==> src/inc/nfi_pkg.sv <==
// package: register map, field positions and command codes of the interrupt request logic
package nfi_pkg;

    // register port geometry
    localparam int NFI_ADDR_W = 8;
    localparam int NFI_DATA_W = 8;

    // register offsets on the host register port
    localparam logic [7:0] NFI_OFS_FLAGS_LOW = 8'h06;
    localparam logic [7:0] NFI_OFS_FLAGS_HIGH = 8'h07;
    localparam logic [7:0] NFI_OFS_ENABLE_LOW = 8'h08;
    localparam logic [7:0] NFI_OFS_ENABLE_HIGH = 8'h09;

    // reset values
    localparam logic [7:0] NFI_RST_FLAGS_LOW = 8'h00;
    localparam logic [7:0] NFI_RST_ENABLE_LOW = 8'h00;
    localparam logic [7:0] NFI_RST_ENABLE_HIGH = 8'h00;
    localparam logic [7:0] NFI_RD_UNMAPPED = 8'h00;

    // flag bank widths: low bank bits 6..0, high bank bits 5..0 (bit 6 is computed)
    localparam int NFI_LOW_W = 7;
    localparam int NFI_HIGH_W = 6;

    // bit 7 of a flag write chooses set (1) or clear (0)
    localparam int NFI_BIT_SET_MODE = 7;

    // low flag bank positions
    localparam int NFI_BIT_FIFO_HIGH = 6;
    localparam int NFI_BIT_FIFO_LOW = 5;
    localparam int NFI_BIT_CMD_DONE = 4;
    localparam int NFI_BIT_TX_DONE = 3;
    localparam int NFI_BIT_RX_DONE = 2;
    localparam int NFI_BIT_ERROR = 1;
    localparam int NFI_BIT_FRAME_START = 0;

    // high flag bank positions
    localparam int NFI_BIT_SUMMARY = 6;
    localparam int NFI_BIT_CARD_DETECT = 5;
    localparam int NFI_COUNTERS = 5;

    // enable register positions
    localparam int NFI_BIT_PIN_INVERT = 7;
    localparam int NFI_BIT_PIN_STYLE = 7;
    localparam int NFI_BIT_PIN_GATE = 6;

    // number of error sources feeding the error event
    localparam int NFI_FAULTS = 5;

    // command field
    localparam int NFI_CMD_W = 5;
    localparam logic [4:0] NFI_CMD_IDLE = 5'h00;
    // codes that the command engine recognises, one bit per code
    localparam logic [31:0] NFI_CMD_KNOWN = 32'h0000_ffff;

endpackage

==> src/inc/nfi_flag_if.sv <==
// interface: carrier between the register logic and one sticky flag bank
`timescale 1ns/1ps
interface nfi_flag_if #(
    parameter int W = 7
);
    logic wr_stb;
    logic set_mode;
    logic [W-1:0] wr_bits;
    logic [W-1:0] hw_set;
    logic [W-1:0] flags;

    modport owner (
        output wr_stb,
        output set_mode,
        output wr_bits,
        output hw_set,
        input flags
    );

    modport bank (
        input wr_stb,
        input set_mode,
        input wr_bits,
        input hw_set,
        output flags
    );
endinterface

==> src/rtl/nfi_flag_bank.sv <==
// module: sticky event flags with software set or clear and hardware set priority
`timescale 1ns/1ps
module nfi_flag_bank #(
    parameter int W = 7,
    parameter logic [W-1:0] RST = '0
) (
    input logic mclk,
    input logic rst_n,
    nfi_flag_if.bank fif
);
    import nfi_pkg::*;

    typedef struct packed {
        logic [W-1:0] flags;
    } nfi_bank_t;

    nfi_bank_t st_ff;
    nfi_bank_t nxt_st;

    // per bit: zero-written bits keep, ones set or clear, hardware set applied last
    always_comb begin
        nxt_st = st_ff;
        for (int i = 0; i < W; i++) begin
            if (fif.wr_stb && fif.wr_bits[i]) begin
                nxt_st.flags[i] = fif.set_mode;
            end
            // set wins over a clear in the same cycle so no event is lost
            if (fif.hw_set[i]) begin
                nxt_st.flags[i] = 1'b1;
            end
        end
    end

    always_ff @(posedge mclk or negedge rst_n) begin
        if (!rst_n) begin
            st_ff <= '{flags: RST};
        end else begin
            st_ff <= nxt_st;
        end
    end

    assign fif.flags = st_ff.flags;
endmodule

==> src/rtl/nfi_irq_logic.sv <==
// module: interrupt request logic of the reader front end, register port and pin drive
`timescale 1ns/1ps
module nfi_irq_logic (
    input logic mclk,
    input logic resetn,
    // host register port
    input logic [nfi_pkg::NFI_ADDR_W-1:0] reg_addr,
    input logic reg_wr_en,
    input logic [nfi_pkg::NFI_DATA_W-1:0] reg_wdata,
    input logic reg_rd_en,
    output logic [nfi_pkg::NFI_DATA_W-1:0] reg_rdata,
    // command field
    input logic cmd_start,
    input logic [nfi_pkg::NFI_CMD_W-1:0] cmd_start_code,
    input logic cmd_self_end,
    output logic [nfi_pkg::NFI_CMD_W-1:0] command_field,
    // event sources
    input logic fifo_high_level,
    input logic fifo_low_level,
    input logic tx_last_bit_sent,
    input logic rx_stream_end,
    input logic buffer_write_fault,
    input logic buffer_overflow_fault,
    input logic protocol_fault,
    input logic empty_send_fault,
    input logic integrity_fault,
    input logic frame_start_seen,
    input logic subcarrier_seen,
    input logic card_found,
    input logic [nfi_pkg::NFI_COUNTERS-1:0] counter_underflow,
    // interrupt request pin and internal summary
    output logic irq_pin_out,
    output logic irq_pin_oe_n,
    output logic summary_event
);
    import nfi_pkg::*;

    typedef struct packed {
        logic [NFI_DATA_W-1:0] rdata;
        logic [NFI_CMD_W-1:0] cmd_field;
        logic hi_prev;
        logic lo_prev;
        logic [NFI_FAULTS-1:0] fault_prev;
        logic [NFI_DATA_W-1:0] enable_low;
        logic [NFI_DATA_W-1:0] enable_high;
        logic summary;
        logic pin_level;
        logic pin_oe_n;
    } nfi_state_t;

    nfi_state_t st_ff;
    nfi_state_t nxt_st;

    logic [1:0] rst_sync_ff;
    logic rst_n;

    nfi_flag_if #(.W(NFI_LOW_W)) low_if ();
    nfi_flag_if #(.W(NFI_HIGH_W)) high_if ();

    logic [NFI_FAULTS-1:0] faults;
    logic wr_low;
    logic wr_high;
    logic cmd_known;
    logic cmd_done_set;
    logic [NFI_LOW_W-1:0] low_set;
    logic [NFI_HIGH_W-1:0] high_set;
    logic any_low;
    logic any_high;

    // reset release through two flops; assertion stays asynchronous
    always_ff @(posedge mclk or negedge resetn) begin
        if (!resetn) begin
            rst_sync_ff <= 2'h0;
        end else begin
            rst_sync_ff <= {rst_sync_ff[0], 1'b1};
        end
    end
    assign rst_n = rst_sync_ff[1];

    // the two sticky flag banks
    nfi_flag_bank #(
        .W(NFI_LOW_W),
        .RST(NFI_RST_FLAGS_LOW[NFI_LOW_W-1:0])
    ) u_low_bank (
        .mclk(mclk),
        .rst_n(rst_n),
        .fif(low_if.bank)
    );

    // high bank reset value is our choice; zero keeps the summary and pin quiet
    nfi_flag_bank #(
        .W(NFI_HIGH_W),
        .RST('0)
    ) u_high_bank (
        .mclk(mclk),
        .rst_n(rst_n),
        .fif(high_if.bank)
    );

    // write decode; all event sources share this clock so no synchroniser is needed
    assign wr_low = reg_wr_en && (reg_addr == NFI_OFS_FLAGS_LOW);
    assign wr_high = reg_wr_en && (reg_addr == NFI_OFS_FLAGS_HIGH);

    assign low_if.wr_stb = wr_low;
    assign low_if.set_mode = reg_wdata[NFI_BIT_SET_MODE];
    assign low_if.wr_bits = reg_wdata[NFI_LOW_W-1:0];
    assign low_if.hw_set = low_set;

    // bit 6 of the high register is computed, so only bits 5..0 reach the bank
    assign high_if.wr_stb = wr_high;
    assign high_if.set_mode = reg_wdata[NFI_BIT_SET_MODE];
    assign high_if.wr_bits = reg_wdata[NFI_HIGH_W-1:0];
    assign high_if.hw_set = high_set;

    // fault sources, in one vector for edge detection
    assign faults = {
        buffer_write_fault,
        buffer_overflow_fault,
        protocol_fault,
        empty_send_fault,
        integrity_fault
    };

    // command code lookup against the recognised set
    assign cmd_known = NFI_CMD_KNOWN[cmd_start_code];

    // command done: self termination of a running command, or rejection of an unknown code;
    // a host start of the idle command is excluded on purpose
    always_comb begin
        cmd_done_set = 1'b0;
        if (cmd_start) begin
            if (cmd_start_code == NFI_CMD_IDLE) begin
                cmd_done_set = 1'b0;
            end else if (!cmd_known) begin
                cmd_done_set = 1'b1;
            end
        end else if (cmd_self_end && (st_ff.cmd_field != NFI_CMD_IDLE)) begin
            cmd_done_set = 1'b1;
        end
    end

    // hardware set terms of the low bank
    always_comb begin
        low_set = '0;
        // alert levels are live; only the rising edge latches the sticky copy
        low_set[NFI_BIT_FIFO_HIGH] = fifo_high_level && !st_ff.hi_prev;
        low_set[NFI_BIT_FIFO_LOW] = fifo_low_level && !st_ff.lo_prev;
        low_set[NFI_BIT_CMD_DONE] = cmd_done_set;
        low_set[NFI_BIT_TX_DONE] = tx_last_bit_sent;
        // end of stream only; validity is judged by the fault flags
        low_set[NFI_BIT_RX_DONE] = rx_stream_end;
        low_set[NFI_BIT_ERROR] = |(faults & ~st_ff.fault_prev);
        low_set[NFI_BIT_FRAME_START] = frame_start_seen || subcarrier_seen;
    end

    // hardware set terms of the high bank
    always_comb begin
        high_set = '0;
        high_set[NFI_BIT_CARD_DETECT] = card_found;
        high_set[NFI_COUNTERS-1:0] = counter_underflow;
    end

    // gating of flags into the summary event
    assign any_low = |(low_if.flags & st_ff.enable_low[NFI_LOW_W-1:0]);
    assign any_high = |(high_if.flags & st_ff.enable_high[NFI_HIGH_W-1:0]);

    // next state of everything this module holds
    always_comb begin
        nxt_st = st_ff;

        // edge memories for level sources
        nxt_st.hi_prev = fifo_high_level;
        nxt_st.lo_prev = fifo_low_level;
        nxt_st.fault_prev = faults;

        // command field: a start loads known codes, unknown codes fall back to idle
        if (cmd_start) begin
            if (cmd_known) begin
                nxt_st.cmd_field = cmd_start_code;
            end else begin
                nxt_st.cmd_field = NFI_CMD_IDLE;
            end
        end else if (cmd_self_end) begin
            nxt_st.cmd_field = NFI_CMD_IDLE;
        end

        // enable registers are plain read/write
        if (reg_wr_en && (reg_addr == NFI_OFS_ENABLE_LOW)) begin
            nxt_st.enable_low = reg_wdata;
        end
        if (reg_wr_en && (reg_addr == NFI_OFS_ENABLE_HIGH)) begin
            nxt_st.enable_high = reg_wdata;
        end

        // summary follows the gated flags every cycle; it cannot be written, so a host
        // clear of the source flag or of its enable bit is how the host drops it
        nxt_st.summary = any_low || any_high;

        // pin level: gate, then polarity; inactive level is the inverted zero
        nxt_st.pin_level = (nxt_st.summary && st_ff.enable_high[NFI_BIT_PIN_GATE])
            ^ st_ff.enable_low[NFI_BIT_PIN_INVERT];

        // push-pull drives always; open-drain releases the pin at the high level
        if (st_ff.enable_high[NFI_BIT_PIN_STYLE]) begin
            nxt_st.pin_oe_n = 1'b0;
        end else begin
            nxt_st.pin_oe_n = nxt_st.pin_level;
        end

        // read data, captured on the read strobe; set-mode bits read as zero
        if (reg_rd_en) begin
            unique case (reg_addr)
                NFI_OFS_FLAGS_LOW: begin
                    nxt_st.rdata = {1'b0, low_if.flags};
                end
                NFI_OFS_FLAGS_HIGH: begin
                    nxt_st.rdata = {1'b0, st_ff.summary, high_if.flags};
                end
                NFI_OFS_ENABLE_LOW: begin
                    nxt_st.rdata = st_ff.enable_low;
                end
                NFI_OFS_ENABLE_HIGH: begin
                    nxt_st.rdata = st_ff.enable_high;
                end
                default: begin
                    nxt_st.rdata = NFI_RD_UNMAPPED;
                end
            endcase
        end
    end

    // state register; reset leaves the pin inactive and all gates closed
    always_ff @(posedge mclk or negedge rst_n) begin
        if (!rst_n) begin
            st_ff <= '{
                rdata: NFI_RD_UNMAPPED,
                cmd_field: NFI_CMD_IDLE,
                hi_prev: 1'b0,
                lo_prev: 1'b0,
                fault_prev: '0,
                enable_low: NFI_RST_ENABLE_LOW,
                enable_high: NFI_RST_ENABLE_HIGH,
                summary: 1'b0,
                pin_level: 1'b0,
                pin_oe_n: 1'b0
            };
        end else begin
            st_ff <= nxt_st;
        end
    end

    // outputs straight from flops
    assign reg_rdata = st_ff.rdata;
    assign command_field = st_ff.cmd_field;
    assign summary_event = st_ff.summary;
    assign irq_pin_out = st_ff.pin_level;
    assign irq_pin_oe_n = st_ff.pin_oe_n;
endmodule

==> config.mk <==
export PLATFORM = sky130hd
export DESIGN_NAME = nfi_irq_logic
export DESIGN_NICKNAME = d
export VERILOG_FILES = /design/src/inc/nfi_pkg.sv /design/src/inc/nfi_flag_if.sv /design/src/rtl/nfi_flag_bank.sv /design/src/rtl/nfi_irq_logic.sv
export SDC_FILE = /design/constraint.sdc
export NUM_CORES = 1
export LEC_CHECK = 0
export ABC_AREA = 1
export ABC_CLOCK_PERIOD_IN_PS = 3000
export BUFFER_PORTS_ARGS = -buffer_cell sky130_fd_sc_hd__buf_2
export CAP_MARGIN = 20
export CORE_UTILIZATION = 50
export DETAILED_ROUTE_END_ITERATION = 8
export GPL_TIMING_DRIVEN = 0
export PLACE_DENSITY = 0.75
export SLEW_MARGIN = 20
export SYNTH_ARGS = -nofsm -noshare
export SYNTH_HDL_FRONTEND = slang
export SYNTH_SLANG_ARGS = --single-unit
==> constraint.sdc <==
create_clock -name mclk -period 3 [get_ports mclk]
set_clock_uncertainty 0.05 [all_clocks]
set_input_delay 0.6 -clock mclk [delete_from_list [all_inputs] [get_ports mclk]]
set_output_delay 0.6 -clock mclk [all_outputs]
set_load 0.01 [all_outputs]
==> impl_metrics.py <==
metrics = {
    "status": {
        "status": "complete, no violations",
    },
    "timing": {
        "tns_ps": 0,
        "worstMarginPinSlew_ps": 697,
        "maxSlewViolCount": 0,
        "setup_viol": 0,
        "hold_viol": 0,
        "clock.fmax_mhz": 592,
        "fin_hold_ws_ps": 278,
        "slew_headroom_pct": 53.2,
        "rsz0062_at_grt": "false",
        "layout_min_cycle_time_ps": 1690,
        "period_share_pct": 56.3,
    },
    "finish": {
        "drive_gt1_share_pct": 26.7,
        "fin_cells": 471,
        "multi_input_area_sq_um": 1020,
        "final-seq-area_sq_um": 1330,
        "final_nets": 444,
        "syn2layout_area_growth_pct": 19.2,
        "diodes": 0,
        "fill_cells": 463,
    },
    "clocking": {
        "clock-root-buffer": "clkbuf_8",
        "cts-buffers-inserted": 5,
        "cts_tree": "yes",
        "ctsLongestPathBuffers": 2,
        "cts_max_level": 2,
        "cts_setup_buffers": 0,
        "clock_sinks": 53,
        "clock_latency_ps": 290,
        "clk_pin_slew_worst_paths_ps": 90,
        "cts_resized": 0,
    },
    "die": {
        "die-area_sq_um": 5620,
        "rows": 26,
        "core_sq_um": 5110,
        "chipWidth_microns": 75.0,
        "fp.dieH_microns": 75.0,
        "start_util_pct": 52.1,
        "ios": 60,
    },
    "min_path": {
        "hp-class": "reg2async",
    },
    "power": {
        "cellPowerDensity_nw_per_um2": 418,
        "p_sw_uw": 331,
        "p_comb_share_pct": 11.5,
        "peakVddDrop_uv": 333,
        "internal-power_uw": 995,
        "seq_power_share_pct": 57.8,
        "p_leak_nw": 1.73,
        "pwr-share-clk_pct": 30.7,
        "switching_share_pct": 24.9,
    },
    "synth": {
        "yosysWarnings": 0,
        "synth_cells": 333,
        "synth-seq-area-share_pct": 49.8,
        "syn_nets": 377,
        "syn_area_sq_um": 2660,
        "avgSynthCellArea_sq_um": 8.00,
        "ys_ff_latch": 53,
        "netlist-cell-type-count": 24,
    },
    "global_routing": {
        "antenna_found_initial": 0,
        "grt_pass1_wl_microns": 9590,
        "grt_pass1_vias": 2193,
        "groute.usage.overall_pct": 22.7,
        "grt_max_degree": 32,
        "grt_overflow_total": 0,
    },
    "route": {
        "viasPerCell": 4.86,
        "drc_errors": 0,
        "detail-route-antenna-nets": 0,
        "finalWirelength_microns": 5540,
        "first_pass_iters": 4,
        "vias": 2287,
        "wl_per_cell_microns": 11.8,
        "drt_iter0_markers": 183,
    },
    "setup_path": {
        "critical_path_required_ps": 3140,
        "worstSetupPathType": "in2reg",
        "crit_arrival_ps": 1830,
        "crit_fanout": 10,
        "reg2reg_depth": 10,
        "cp-start-kind": "input pin",
        "worstSetupEndpointType": "flop",
    },
    "place": {
        "dp_hpwl_microns": 4400,
        "dp.cells": 462,
        "port_buffers": 58,
        "gp_congestion": 0.802,
    },
    "run": {
        "maxCapViolations": 0,
    },
}
==> cell usage after synthesis <==
| master | number | area [sq um] |
|---|---|---|
| buf_8 | 1 | 15.0 |
| buf_6 | 2 | 22.5 |
| o22ai_1 | 6 | 37.5 |
| nor3_2 | 2 | 20.0 |
| or2_2 | 2 | 12.5 |
| o21ai_0 | 5 | 25.0 |
| and3_1 | 1 | 6.26 |
| inv_2 | 2 | 7.51 |
| o21ai_1 | 16 | 80.1 |
| nor3_1 | 4 | 20.0 |
| nor2_1 | 12 | 45.0 |
| dfrtp_1 | 53 | 1330 |
| buf_2 | 4 | 20.0 |
| inv_1 | 37 | 139 |
| nand3b_1 | 2 | 15.0 |
| nand2_2 | 1 | 6.26 |
| nand2_1 | 104 | 390 |
| nand3_1 | 45 | 225 |
| a21oi_1 | 6 | 30.0 |
| conb_1 | 2 | 7.51 |
| nor2_2 | 1 | 6.26 |
| buf_4 | 15 | 113 |
| o21ai_2 | 8 | 70.1 |
| nor2_4 | 2 | 22.5 |
==> what timing repair did <==
action / 4_1_cts / 5_1_grt
endpoints found under the setup margin: 0 / 0
endpoints found under the hold margin: 0 / 2
hold buffers: 0 / 1
==> power groups by stage <==
stage | registers (mW) | logic (mW) | clock network (mW)
4_1_cts | 0.767 | 0.152 | 0.421
3_5_place_dp | 0.781 | 0.151 | 0
5_1_grt | 0.771 | 0.172 | 0.449
2_1_floorplan | 0.781 | 0.0776 | 0
3_3_place_gp | 0.784 | 0.138 | 0
6_report | 0.766 | 0.152 | 0.407
==> cell type report <==
class | count | area share [%]
Buffer | 22 | 5.36
Clock buffer | 7 | 2.72
Clock inverter | 1 | 0.237
Inverter | 39 | 4.61
Multi-Input combinational cell | 219 | 32.1
Sequential cell | 53 | 41.8
Tap cell | 70 | 2.76
Timing Repair Buffer | 60 | 10.3
==> metal layers <==
layer / GRT usage (%) / share of wire, % / vias to the layer above
met3: 5.22 / 5.6 / 4
met4: 5.87 / 0.79 / 0
met1: 28.5 / 45 / 1027
met5: 0 / 0 / -
met2: 39.7 / 48 / 73
li1: - / - / 1183
==> final timing paths <==
kind	start	end	slack, ps
max	reg_addr[6]	st_ff[18]	1310
min	rst_sync_ff[1]	u_low_bank.fif.flags[5]	280
max reg2reg	u_low_bank.fif.flags[0]	irq_pin_oe_n	1750
min reg2reg	rst_sync_ff[1]	u_low_bank.fif.flags[5]	280
max in group asynchronous	rst_sync_ff[1]	irq_pin_out	2080
min in group mclk	rst_sync_ff[0]	rst_sync_ff[1]	320
==> through the flow <==
stage | setup WS [ps] | area, sq um | power, mW | util, %
CTS | 1330 | 3160 | 1.34 | 61.9
detailed placement | 1010 | 3070 | 0.932 | 60.1
global route | 1230 | 3170 | 1.39 | 62.1
floorplan | 1330 | 2660 | 0.858 | -
global placement | 811 | 3040 | 0.922 | 59.5
finish | 1310 | 3170 | 1.33 | 62.1
==> layout by cell type (no fill, tap or decap), drive strengths merged <==
cell type / synthesis / layout
clkinvlp: 0 / 1
a21oi: 6 / 6
o22ai: 6 / 6
dfrtp: 53 / 53
and3: 1 / 1
nand2: 105 / 105
or2: 2 / 2
conb: 2 / 2
clkbuf: 0 / 7
nand3b: 2 / 2
nand3: 45 / 45
buf: 22 / 81
o21ai: 29 / 29
inv: 39 / 39
nor3: 6 / 6
nor2: 15 / 15
dlygate4sd3: 0 / 1
==> kinds of logic after synthesis <==
logic type,Yosys count,share of synthesized area [%]
other,2,0.282
AOI/OAI and AO/OA,41,9.12
and+or+nand+nor,176,28.9
buffers and inverters,61,11.9
DFF,53,49.8
==> sequential cells by signal, indices dropped and copies added (netlist names) <==
name                   count
st_ff                     23
reg_rdata                  8
u_low_bank.fif.flags       7
u_high_bank.fif.flags      6
command_field              4
rst_sync_ff                2
irq_pin_oe_n               1
irq_pin_out                1
summary_event              1
==> critical path, cell delays in order <==
cell and delay (ps):
buf_2 100, inv_1 50, nand2_1 60, nor2_2 170, inv_2 60, nor3_1 250, nand2_2 200, buf_6 200
nand2_1 80, o21ai_2 50
(Power assumes the default switching activity.)
